<file path="src/logic/dsw_pkg.sv">
package dsw_pkg;
    localparam int SPEED_W = 32;
    localparam int DELAY_W = 16;
    localparam int STEADY_W = 16;
    // Status word bit positions
    localparam int BIT_RDY_ON    = 0;
    localparam int BIT_RDY_OP    = 1;
    localparam int BIT_OP_EN     = 2;
    localparam int BIT_FAULT     = 3;
    localparam int BIT_NO_COAST  = 4;
    localparam int BIT_NO_QSTOP  = 5;
    localparam int BIT_INHIBIT   = 6;
    localparam int BIT_WARN      = 7;
    localparam int BIT_TOL       = 8;
    localparam int BIT_PLC       = 9;
    localparam int BIT_REACHED   = 10;
    localparam int BIT_HOME      = 11;
    localparam int BIT_TASK_ACK  = 12;
    localparam int BIT_STOPPED   = 13;
    localparam int CTRL_PLC_BIT  = 10;
    localparam logic [15:0] STATUS_RESET   = 16'h0000;
    // State decoding masks and values
    localparam logic [15:0] STATE_MASK     = 16'h0047;
    localparam logic [15:0] STATE_INHIBIT  = 16'h0040;
    localparam logic [15:0] STATE_AWAIT    = 16'h0001;
    localparam logic [15:0] STATE_PWR_ON   = 16'h0003;
    localparam logic [15:0] RUN_MASK       = 16'h0277;
    localparam logic [15:0] RUN_VALUE      = 16'h0207;

    typedef enum logic [2:0] {
        DSW_INHIBIT = 3'h0,
        DSW_READY   = 3'h1,
        DSW_SW_ON   = 3'h2,
        DSW_OPER    = 3'h3,
        DSW_FAULT   = 3'h4
    } dsw_state_type;

    typedef struct packed {
        logic signed [SPEED_W-1:0] actual;
        logic signed [SPEED_W-1:0] compare;
        logic signed [SPEED_W-1:0] window;
        logic signed [SPEED_W-1:0] threshold;
        logic signed [SPEED_W-1:0] zero_tol;
    } dsw_speed_type;

    typedef struct packed {
        logic fault;
        logic warning;
        logic limit_block;
        logic following_error;
        logic pos_done;
        logic in_target;
        logic homing_ok;
        logic pos_invalid;
        logic abs_encoder;
        logic pos_active;
        logic task_ack;
    } dsw_flags_type;

    typedef struct packed {
        logic inhibit;
        logic awaiting;
        logic power_on;
        logic running;
    } dsw_decode_type;
endpackage

</file>
<file path="src/logic/dsw_speed_window.sv">
`timescale 1ns/1ns
module dsw_speed_window (
    input  wire logic                           clk_i,
    input  wire logic                           rst_b_i,
    input  wire dsw_pkg::dsw_speed_type         speed_i,
    input  wire logic [dsw_pkg::DELAY_W-1:0]    delay_i,
    output logic                                in_window_o,
    output logic                                tol_ok_o
);
    logic [dsw_pkg::DELAY_W-1:0] cnt;
    logic [dsw_pkg::DELAY_W-1:0] next_cnt;
    logic                        tol;
    logic                        next_tol;
    logic signed [dsw_pkg::SPEED_W:0] lo;
    logic signed [dsw_pkg::SPEED_W:0] hi;

    always_comb begin
        lo = {speed_i.compare[dsw_pkg::SPEED_W-1], speed_i.compare}
           - {speed_i.window[dsw_pkg::SPEED_W-1], speed_i.window};
        hi = {speed_i.compare[dsw_pkg::SPEED_W-1], speed_i.compare}
           + {speed_i.window[dsw_pkg::SPEED_W-1], speed_i.window};
        // Signed comparison against widened bounds
        in_window_o = ($signed({speed_i.actual[dsw_pkg::SPEED_W-1], speed_i.actual}) >= lo)
                   && ($signed({speed_i.actual[dsw_pkg::SPEED_W-1], speed_i.actual}) <= hi);
        next_cnt = cnt;
        next_tol = tol;
        if (!in_window_o) begin
            next_cnt = '0;
            next_tol = 1'b0;
        end else if (cnt >= delay_i) begin
            next_tol = 1'b1;
        end else begin
            next_cnt = cnt + 1'b1;
        end
    end

    always_ff @(posedge clk_i or negedge rst_b_i) begin
        if (!rst_b_i) begin
            cnt <= '0;
            tol <= 1'b0;
        end else begin
            cnt <= next_cnt;
            tol <= next_tol;
        end
    end

    assign tol_ok_o = tol;

    property p_exit_clears;
        @(posedge clk_i) disable iff (!rst_b_i) !in_window_o |=> !tol_ok_o;
    endproperty
    a_exit_clears: assert property (p_exit_clears) else $error("window exit kept flag");
    property p_set_needs_window;
        @(posedge clk_i) disable iff (!rst_b_i) $rose(tol_ok_o) |-> $past(in_window_o);
    endproperty
    a_set_needs_window: assert property (p_set_needs_window) else $error("flag set outside");
    c_tol_set: cover property (@(posedge clk_i) disable iff (!rst_b_i) $rose(tol_ok_o));
endmodule

</file>
<file path="src/logic/dsw_state_decode.sv">
`timescale 1ns/1ns
module dsw_state_decode (
    input  wire logic [15:0]             word_i,
    output dsw_pkg::dsw_decode_type      dec_o
);
    always_comb begin
        dec_o.inhibit  = (word_i & dsw_pkg::STATE_MASK) == dsw_pkg::STATE_INHIBIT;
        dec_o.awaiting = (word_i & dsw_pkg::STATE_MASK) == dsw_pkg::STATE_AWAIT;
        dec_o.power_on = (word_i & dsw_pkg::STATE_MASK) == dsw_pkg::STATE_PWR_ON;
        dec_o.running  = (word_i & dsw_pkg::RUN_MASK) == dsw_pkg::RUN_VALUE;
    end
endmodule

</file>
<file path="src/logic/dsw_status_word.sv">
`timescale 1ns/1ns
// Behaviour
// Window flag when speed within compare plus-minus window
// Bit 8 after full delay; exit restarts
// Speed mode bit 10 at threshold reached
// Bit 2 operation enabled; bits 0,1 ready
// Bit 3 set while any fault
// Bit 4 low during coast stop request
// Bit 5 low during quick stop request
// Bit 7 warning or limit switch block
// Positioning bit 8 low on following error
// Bit 9 mirrors control word bit 10
// Positioning bit 10 done and in target
// Bit 11 homing valid unless invalidated
// Bit 13 stopped near zero, no motion
// Absolute encoder makes home valid directly
// State decoding by mask 0047h values
// Master ignores bits 4 and 5; the run decode under mask 0277h still tests them
// Mode bits follow selected operating mode
// Read-only 16-bit status word
// Speed comparisons are signed
// Run state 0207h under mask 0277h
// Bits 14 and 15 read zero
module dsw_status_word (
    input  wire logic                           clk_i,
    input  wire logic                           rst_b_i,
    input  wire dsw_pkg::dsw_state_type         state_i,
    input  wire dsw_pkg::dsw_flags_type         flags_i,
    input  wire dsw_pkg::dsw_speed_type         speed_i,
    input  wire logic [dsw_pkg::DELAY_W-1:0]    delay_i,
    input  wire logic [15:0]                    control_word_i,
    input  wire logic                           positioning_mode_i,
    output logic [15:0]                         status_word_o,
    output dsw_pkg::dsw_decode_type             decode_o,
    output logic                                homing_position_valid_o
);
    logic        in_window;
    logic        tol_ok;
    logic [15:0] word;
    logic [15:0] next_word;
    logic        home;
    logic        next_home;
    logic        coast_stop_request;
    logic        quick_stop_request;
    logic        at_zero;

    dsw_speed_window u_window (
        .clk_i       (clk_i),
        .rst_b_i     (rst_b_i),
        .speed_i     (speed_i),
        .delay_i     (delay_i),
        .in_window_o (in_window),
        .tol_ok_o    (tol_ok)
    );

    dsw_state_decode u_decode (
        .word_i (word),
        .dec_o  (decode_o)
    );

    function automatic logic within_tol(input logic signed [dsw_pkg::SPEED_W-1:0] v,
                                        input logic signed [dsw_pkg::SPEED_W-1:0] t);
        within_tol = (v <= t) && (v >= -t);
    endfunction

    always_comb begin
        coast_stop_request = !control_word_i[1];
        quick_stop_request = control_word_i[1] && !control_word_i[2];
        at_zero = within_tol(speed_i.actual, speed_i.zero_tol);
        // Home valid latch
        next_home = home;
        if (flags_i.pos_invalid) begin
            next_home = 1'b0;
        end else if (flags_i.homing_ok || flags_i.abs_encoder) begin
            next_home = 1'b1;
        end
        next_word = dsw_pkg::STATUS_RESET;
        next_word[dsw_pkg::BIT_RDY_ON] = (state_i == dsw_pkg::DSW_READY)
                                      || (state_i == dsw_pkg::DSW_SW_ON)
                                      || (state_i == dsw_pkg::DSW_OPER);
        next_word[dsw_pkg::BIT_RDY_OP] = (state_i == dsw_pkg::DSW_SW_ON)
                                      || (state_i == dsw_pkg::DSW_OPER);
        next_word[dsw_pkg::BIT_OP_EN] = (state_i == dsw_pkg::DSW_OPER);
        next_word[dsw_pkg::BIT_FAULT] = flags_i.fault;
        next_word[dsw_pkg::BIT_NO_COAST] = !coast_stop_request;
        next_word[dsw_pkg::BIT_NO_QSTOP] = !quick_stop_request;
        next_word[dsw_pkg::BIT_INHIBIT] = (state_i == dsw_pkg::DSW_INHIBIT)
                                       || (state_i == dsw_pkg::DSW_FAULT);
        next_word[dsw_pkg::BIT_WARN] = flags_i.warning || flags_i.limit_block;
        next_word[dsw_pkg::BIT_PLC] = control_word_i[dsw_pkg::CTRL_PLC_BIT];
        if (positioning_mode_i) begin
            next_word[dsw_pkg::BIT_TOL] = !flags_i.following_error;
            next_word[dsw_pkg::BIT_REACHED] = flags_i.pos_done && flags_i.in_target;
            next_word[dsw_pkg::BIT_HOME] = next_home;
            next_word[dsw_pkg::BIT_TASK_ACK] = flags_i.task_ack;
            next_word[dsw_pkg::BIT_STOPPED] = at_zero && !flags_i.pos_active
                                           && !quick_stop_request;
        end else begin
            next_word[dsw_pkg::BIT_TOL] = tol_ok;
            next_word[dsw_pkg::BIT_REACHED] = speed_i.actual >= speed_i.threshold;
        end
    end

    always_ff @(posedge clk_i or negedge rst_b_i) begin
        if (!rst_b_i) begin
            word <= dsw_pkg::STATUS_RESET;
            home <= 1'b0;
        end else begin
            word <= next_word;
            home <= next_home;
        end
    end

    // No write path exists: the word is output only
    assign status_word_o = word;
    assign homing_position_valid_o = home;

    property p_fault;
        @(posedge clk_i) disable iff (!rst_b_i) flags_i.fault |=> status_word_o[3];
    endproperty
    a_fault: assert property (p_fault) else $error("fault bit missing");
    property p_coast;
        @(posedge clk_i) disable iff (!rst_b_i) !control_word_i[1] |=> !status_word_o[4];
    endproperty
    a_coast: assert property (p_coast) else $error("coast stop bit wrong");
    property p_qstop;
        @(posedge clk_i) disable iff (!rst_b_i)
            (control_word_i[2:1] == 2'b01) |=> !status_word_o[5];
    endproperty
    a_qstop: assert property (p_qstop) else $error("quick stop bit wrong");
    property p_warn;
        @(posedge clk_i) disable iff (!rst_b_i)
            (flags_i.warning || flags_i.limit_block) |=> status_word_o[7];
    endproperty
    a_warn: assert property (p_warn) else $error("warning bit missing");
    property p_plc;
        @(posedge clk_i) disable iff (!rst_b_i) 1'b1 |=> status_word_o[9] == $past(control_word_i[10]);
    endproperty
    a_plc: assert property (p_plc) else $error("plc bit not mirrored");
    property p_free;
        @(posedge clk_i) disable iff (!rst_b_i) status_word_o[15:14] == 2'b00;
    endproperty
    a_free: assert property (p_free) else $error("free bits nonzero");
    property p_oper;
        @(posedge clk_i) disable iff (!rst_b_i)
            state_i == dsw_pkg::DSW_OPER |=> status_word_o[2] && decode_o.power_on == 1'b0;
    endproperty
    a_oper: assert property (p_oper) else $error("operation decode wrong");
    property p_abs;
        @(posedge clk_i) disable iff (!rst_b_i)
            flags_i.abs_encoder && !flags_i.pos_invalid |=> homing_position_valid_o;
    endproperty
    a_abs: assert property (p_abs) else $error("abs encoder home invalid");
    property p_reached;
        @(posedge clk_i) disable iff (!rst_b_i)
            positioning_mode_i && !(flags_i.pos_done && flags_i.in_target) |=> !status_word_o[10];
    endproperty
    a_reached: assert property (p_reached) else $error("target bit wrong");

    // Clearing side of the plain status bits
    property p_fault_clear;
        @(posedge clk_i) disable iff (!rst_b_i)
            !flags_i.fault |=> !status_word_o[3];
    endproperty
    a_fault_clear: assert property (p_fault_clear) else $error("fault bit stuck");
    property p_warn_clear;
        @(posedge clk_i) disable iff (!rst_b_i)
            !flags_i.warning && !flags_i.limit_block |=> !status_word_o[7];
    endproperty
    a_warn_clear: assert property (p_warn_clear) else $error("warning bit stuck");
    property p_coast_clear;
        @(posedge clk_i) disable iff (!rst_b_i)
            control_word_i[1] |=> status_word_o[4];
    endproperty
    a_coast_clear: assert property (p_coast_clear) else $error("coast bit stuck low");
    property p_qstop_clear;
        @(posedge clk_i) disable iff (!rst_b_i)
            (control_word_i[2:1] != 2'b01) |=> status_word_o[5];
    endproperty
    a_qstop_clear: assert property (p_qstop_clear) else $error("quick stop bit stuck");

    // State bits and the state decode
    property p_rdy_on;
        @(posedge clk_i) disable iff (!rst_b_i)
            state_i inside {dsw_pkg::DSW_READY, dsw_pkg::DSW_SW_ON, dsw_pkg::DSW_OPER}
            |=> status_word_o[0];
    endproperty
    a_rdy_on: assert property (p_rdy_on) else $error("ready bit missing");
    property p_rdy_op;
        @(posedge clk_i) disable iff (!rst_b_i)
            state_i inside {dsw_pkg::DSW_SW_ON, dsw_pkg::DSW_OPER} |=> status_word_o[1];
    endproperty
    a_rdy_op: assert property (p_rdy_op) else $error("operate bit missing");
    property p_op_off;
        @(posedge clk_i) disable iff (!rst_b_i)
            state_i != dsw_pkg::DSW_OPER |=> !status_word_o[2];
    endproperty
    a_op_off: assert property (p_op_off) else $error("enabled bit stuck");
    property p_not_rdy;
        @(posedge clk_i) disable iff (!rst_b_i)
            state_i inside {dsw_pkg::DSW_INHIBIT, dsw_pkg::DSW_FAULT}
            |=> status_word_o[2:0] == 3'b000;
    endproperty
    a_not_rdy: assert property (p_not_rdy) else $error("ready bits while inhibited");
    property p_inhibit_set;
        @(posedge clk_i) disable iff (!rst_b_i)
            state_i inside {dsw_pkg::DSW_INHIBIT, dsw_pkg::DSW_FAULT} |=> status_word_o[6];
    endproperty
    a_inhibit_set: assert property (p_inhibit_set) else $error("inhibit bit missing");
    property p_inhibit_clear;
        @(posedge clk_i) disable iff (!rst_b_i)
            state_i inside {dsw_pkg::DSW_READY, dsw_pkg::DSW_SW_ON, dsw_pkg::DSW_OPER}
            |=> !status_word_o[6];
    endproperty
    a_inhibit_clear: assert property (p_inhibit_clear) else $error("inhibit bit stuck");
    property p_dec_inhibit;
        @(posedge clk_i) disable iff (!rst_b_i)
            state_i inside {dsw_pkg::DSW_INHIBIT, dsw_pkg::DSW_FAULT} |=> decode_o.inhibit;
    endproperty
    a_dec_inhibit: assert property (p_dec_inhibit) else $error("inhibit decode wrong");
    property p_dec_await;
        @(posedge clk_i) disable iff (!rst_b_i)
            state_i == dsw_pkg::DSW_READY |=> decode_o.awaiting;
    endproperty
    a_dec_await: assert property (p_dec_await) else $error("awaiting decode wrong");
    property p_dec_pwr;
        @(posedge clk_i) disable iff (!rst_b_i)
            state_i == dsw_pkg::DSW_SW_ON |=> decode_o.power_on;
    endproperty
    a_dec_pwr: assert property (p_dec_pwr) else $error("power on decode wrong");

    // Mode dependent bits
    property p_tol_err;
        @(posedge clk_i) disable iff (!rst_b_i)
            positioning_mode_i && flags_i.following_error |=> !status_word_o[8];
    endproperty
    a_tol_err: assert property (p_tol_err) else $error("following error not shown");
    property p_tol_free;
        @(posedge clk_i) disable iff (!rst_b_i)
            positioning_mode_i && !flags_i.following_error |=> status_word_o[8];
    endproperty
    a_tol_free: assert property (p_tol_free) else $error("tolerance bit stuck low");
    property p_tol_spd;
        @(posedge clk_i) disable iff (!rst_b_i)
            !positioning_mode_i |=> status_word_o[8] == $past(tol_ok);
    endproperty
    a_tol_spd: assert property (p_tol_spd) else $error("speed window bit wrong");
    property p_reached_set;
        @(posedge clk_i) disable iff (!rst_b_i)
            positioning_mode_i && flags_i.pos_done && flags_i.in_target |=> status_word_o[10];
    endproperty
    a_reached_set: assert property (p_reached_set) else $error("target bit missing");
    property p_thr_set;
        @(posedge clk_i) disable iff (!rst_b_i)
            !positioning_mode_i && (speed_i.actual >= speed_i.threshold) |=> status_word_o[10];
    endproperty
    a_thr_set: assert property (p_thr_set) else $error("threshold bit missing");
    property p_thr_clear;
        @(posedge clk_i) disable iff (!rst_b_i)
            !positioning_mode_i && (speed_i.actual < speed_i.threshold) |=> !status_word_o[10];
    endproperty
    a_thr_clear: assert property (p_thr_clear) else $error("threshold bit stuck");
    property p_spd_free;
        @(posedge clk_i) disable iff (!rst_b_i)
            !positioning_mode_i |=> status_word_o[13:11] == 3'b000;
    endproperty
    a_spd_free: assert property (p_spd_free) else $error("speed mode free bits set");

    // Home valid latch
    property p_home_clear;
        @(posedge clk_i) disable iff (!rst_b_i)
            flags_i.pos_invalid |=> !homing_position_valid_o;
    endproperty
    a_home_clear: assert property (p_home_clear) else $error("home kept after error");
    property p_home_set;
        @(posedge clk_i) disable iff (!rst_b_i)
            flags_i.homing_ok && !flags_i.pos_invalid |=> homing_position_valid_o;
    endproperty
    a_home_set: assert property (p_home_set) else $error("home not set");
    property p_home_hold;
        @(posedge clk_i) disable iff (!rst_b_i)
            !flags_i.homing_ok && !flags_i.abs_encoder && !flags_i.pos_invalid
            |=> $stable(homing_position_valid_o);
    endproperty
    a_home_hold: assert property (p_home_hold) else $error("home changed unprompted");
    property p_home_bit;
        @(posedge clk_i) disable iff (!rst_b_i)
            positioning_mode_i |=> status_word_o[11] == homing_position_valid_o;
    endproperty
    a_home_bit: assert property (p_home_bit) else $error("home bit differs");

    // Standstill bit
    property p_stop_set;
        @(posedge clk_i) disable iff (!rst_b_i)
            positioning_mode_i && !flags_i.pos_active && (control_word_i[2:1] != 2'b01)
            && (speed_i.actual <= speed_i.zero_tol) && (speed_i.actual >= -speed_i.zero_tol)
            |=> status_word_o[13];
    endproperty
    a_stop_set: assert property (p_stop_set) else $error("stopped bit missing");
    property p_stop_motion;
        @(posedge clk_i) disable iff (!rst_b_i)
            positioning_mode_i && flags_i.pos_active |=> !status_word_o[13];
    endproperty
    a_stop_motion: assert property (p_stop_motion) else $error("stopped while moving");
    property p_stop_qs;
        @(posedge clk_i) disable iff (!rst_b_i)
            positioning_mode_i && (control_word_i[2:1] == 2'b01) |=> !status_word_o[13];
    endproperty
    a_stop_qs: assert property (p_stop_qs) else $error("stopped during quick stop");
    property p_stop_speed;
        @(posedge clk_i) disable iff (!rst_b_i)
            positioning_mode_i && (speed_i.actual > speed_i.zero_tol) |=> !status_word_o[13];
    endproperty
    a_stop_speed: assert property (p_stop_speed) else $error("stopped above band");

    c_run: cover property (@(posedge clk_i) disable iff (!rst_b_i) decode_o.running);
    c_home: cover property (@(posedge clk_i) disable iff (!rst_b_i) homing_position_valid_o);
    c_inhibit: cover property (@(posedge clk_i) disable iff (!rst_b_i) decode_o.inhibit);
    c_stopped: cover property (@(posedge clk_i) disable iff (!rst_b_i) status_word_o[13]);
endmodule

</file>
<file path="config.mk">
export PLATFORM = sky130hd
export DESIGN_NAME = dsw_status_word
export DESIGN_NICKNAME = d
export VERILOG_FILES = /design/src/logic/dsw_pkg.sv /design/src/logic/dsw_speed_window.sv /design/src/logic/dsw_state_decode.sv /design/src/logic/dsw_status_word.sv
export SDC_FILE = /design/constraint.sdc
export NUM_CORES = 1
export LEC_CHECK = 0
export BUFFER_PORTS_ARGS = -buffer_cell sky130_fd_sc_hd__buf_2
export CAP_MARGIN = 20
export CORE_AREA = 5 5 139 141
export CTS_CLUSTER_SIZE = 14
export DETAILED_ROUTE_END_ITERATION = 7
export DIE_AREA = 0 0 144 146
export HOLD_SLACK_MARGIN = 0.03
export PLACE_DENSITY = 0.79
export SYNTH_ARGS = -nofsm -noshare
export SYNTH_HDL_FRONTEND = slang
export SYNTH_HIERARCHICAL = 1
export SYNTH_SLANG_ARGS = --single-unit
export TNS_END_PERCENT = 30
</file>
<file path="constraint.sdc">
create_clock -name clk_i -period 4.1 [get_ports clk_i]
set_clock_uncertainty 0.05 [all_clocks]
set_input_delay 0.41 -clock clk_i [delete_from_list [all_inputs] [get_ports clk_i]]
set_output_delay 0.41 -clock clk_i [all_outputs]
set_load 0.01 [all_outputs]
</file>
==> impl_summary.log <==
INFO  metric outcome = complete, but fails checks
INFO  metric violations = setup timing
INFO  metric fmaxAchievable = 0.225 GHz
INFO  metric dieHeight = 146 µm
INFO  metric cellPowerDensity = 196 mW/mm²
INFO  metric core_area = 0.0178 mm²
INFO  metric critical-path-top-cell-by-count = ha_1
INFO  metric drt_wl_total = 28.9 mm
INFO  metric critical_path.max_fanout = 17
INFO  metric post-route-worst-setup-slack = -351 ps
INFO  metric floorplan.initialDensity = 0.529
INFO  metric synthToLayoutAreaGrowth = 28.1%
INFO  metric drive_gt1_frac = 0.267
INFO  metric synth_warnings = 6
INFO  metric grt_setup_unrepaired = yes
INFO  metric antenna_violations_before_repair = 5
INFO  metric detailedRoute.firstPassIterationCount = 5
INFO  metric path_cells = buf_2 -> inv_1 -> ha_1 -> or4_4 -> or3_4 -> a2111o_1 -> and2_4 -> o31a_1 -> o31ai_4 -> xnor2_1 -> ha_1 -> a21o_1 -> a21oi_2 -> nor2_2 -> a2111oi_4 -> nand3_1 -> o211ai_1 -> nand3_2 -> buf_12 -> a21oi_1
INFO  metric static_leak = 0.00658 µW
INFO  metric mean_number_of_vias_per_cell = 5.67
INFO  metric critical-path-slowest-cell = or4_4
INFO  metric final_min_period_over_clock_period = 1.09
INFO  metric min-delay-path-class = input port to async pin
INFO  metric final_cell_count_no_fill = 1803
INFO  metric wirelength_per_cell = 16.0 µm
INFO  metric numCtsBuffers = 5
INFO  metric standard_cell_row_count = 49
INFO  metric final.hold.worst_slack = 134 ps
INFO  metric numClockSinks = 32
INFO  metric critPathMaxStageDelay = 550 ps
INFO  metric grt_overflow = 0
INFO  metric floorplan.die.width = 144 µm
INFO  metric antenna_violating_nets_post_route = 0
INFO  metric netlist_instances = 1228
INFO  metric detailroute.via_count = 10200
INFO  metric required = 4250 ps
INFO  metric timing.critical_path.from_type = input port
INFO  metric synthesized_area_per_cell = 7.68 µm²
INFO  metric worstSkewPairLatency = 280 ps
INFO  metric first_iteration_detailed_routing_drc_count = 488
INFO  metric crit_path_end_kind = flop
INFO  metric setup_tns = -5540 ps
INFO  metric drcViolationCount = 0
INFO  metric stdcell_area = 0.0121 mm²
INFO  metric number_of_nets_in_the_layout = 2024
INFO  metric gp_congestion = 0.962
INFO  metric syn-cell-area = 0.00943 mm²
INFO  metric detailedPlacementHpwl = 25.3 mm
INFO  metric setup_viol_count_final = 17
INFO  metric root_cell_of_the_clock_tree = clkbuf_16
INFO  metric timing.max_slew.rel_slack = 0.529
INFO  metric top_level_ports = 230
INFO  metric first_global_vias = 10200
INFO  metric cap_violations = 0
INFO  metric critPathKind = input port to flop
INFO  metric totalPowerFinal = 2370 µW
INFO  metric grt_max_degree = 33
INFO  metric finalCriticalPeriod = 4450 ps
INFO  metric peak_supply_drop = 0.334 mV
INFO  metric worstPathArrival = 4600 ps
INFO  metric grt_use_total = 0.265
INFO  metric final-hold-violation-count = 0
INFO  metric pins_over_slew_limit = 0
INFO  metric cts.htree.levels = 2
INFO  metric placement.io_buffers = 214
INFO  metric global_route_wire_length_before_repair = 46.5 mm
INFO  metric placedCellCount = 1787
INFO  metric area_of_the_die = 0.0210 mm²
INFO  metric instance_area_at_placement = 0.0118 mm²
INFO  metric reg2reg_slack = 1050 ps
INFO  metric tightest_slew = 706 ps
INFO  metric worst_setup_hold_path_clk_slew = 50 ps
INFO  metric ctsHoldBuffers = 0
INFO  metric cts_tree = yes
INFO  metric cts.path.max_buffers = 2
-- layout make-up --
class / instances / area [µm²]
fill: 1485 / 5760
inverter: 153 / 579
timing repair buffer: 360 / 2180
antenna: 3 / 7.51
multi-input combinational: 1018 / 8080
clock buffer: 6 / 139
tap: 229 / 287
sequential: 32 / 801
clock inverter: 2 / 10.0
-- layer usage --
| layer | part of all wire | GRT usage |
|---|---|---|
| met1 | 0.42 | 0.330 |
| met2 | 0.48 | 0.460 |
| met3 | 0.068 | 0.0322 |
| met4 | 0.037 | 0.105 |
| met5 | 0.00076 | 0 |
-- registers in the layout (all words and copies together), names as in the netlist --
signal and flops:
homing_position_valid_o 1, status_word_o 14, u_window/tol_ok_o 1, u_window/cnt 16
-- what timing repair did --
item / in CTS / in global routing
gates resized for setup: 13 / 9
setup buffers: 4 / 1
endpoints found under the setup margin: 17 / 17
pin swaps: 4 / 7
-- worst max-delay path, delay by kind of cell --
| kind | cells | cell delay [ps] |
|---|---|---|
| buf+inv | 3 | 300 |
| fa+ha+maj | 2 | 610 |
| xor+xnor | 1 | 120 |
| simple gates | 6 | 1360 |
| compound gates | 8 | 1780 |
-- worst paths after layout --
check | startpoint | to | cells after the start
worst max-delay path | speed_i[85] | u_window/cnt[15] | 20
worst min-delay path | rst_b_i | u_window/cnt[14] | 1
worst max register to register | u_window/cnt[0] | u_window/cnt[15] | 12
worst min register to register | u_window/tol_ok_o | u_window/tol_ok_o | 2
max in group asynchronous | rst_b_i | status_word_o[3] | 1
min in group clk_i | control_word_i[10] | status_word_o[9] | 1
-- power by group --
group | switching, µW | internal [µW] | total (µW) | leakage (µW)
logic | 870 | 784 | 1650 | 0.00608
clock network | 124 | 238 | 362 | 0.0000766
registers | 23.0 | 333 | 356 | 0.000420
-- through the flow --
step | setup slack [ps] | utilization
3_3_place_gp | -641 | 0.661
2_1_floorplan | -349 | -
4_1_cts | -315 | 0.674
5_1_grt | -546 | 0.677
6_report | -351 | 0.677
3_5_place_dp | -874 | 0.661
-- cell usage in the layout, fill, tap and decap left out, types with 7 or more instances in the layout --
cell type / count
xor2_1: 28
dfrtp_1: 32
buf_4: 145
nor4_1: 12
a21oi_1: 108
a211oi_1: 9
nor2b_1: 19
nor2_1: 92
xnor2_1: 66
o21ai_0: 39
nor3_1: 30
nand3_1: 32
ha_1: 241
inv_1: 149
and3_1: 9
o211ai_1: 12
o21bai_1: 14
a21o_1: 63
nand2b_1: 15
buf_2: 214
nand4_1: 51
nand2_1: 49
o31ai_1: 7
(Power assumes the default switching activity.)
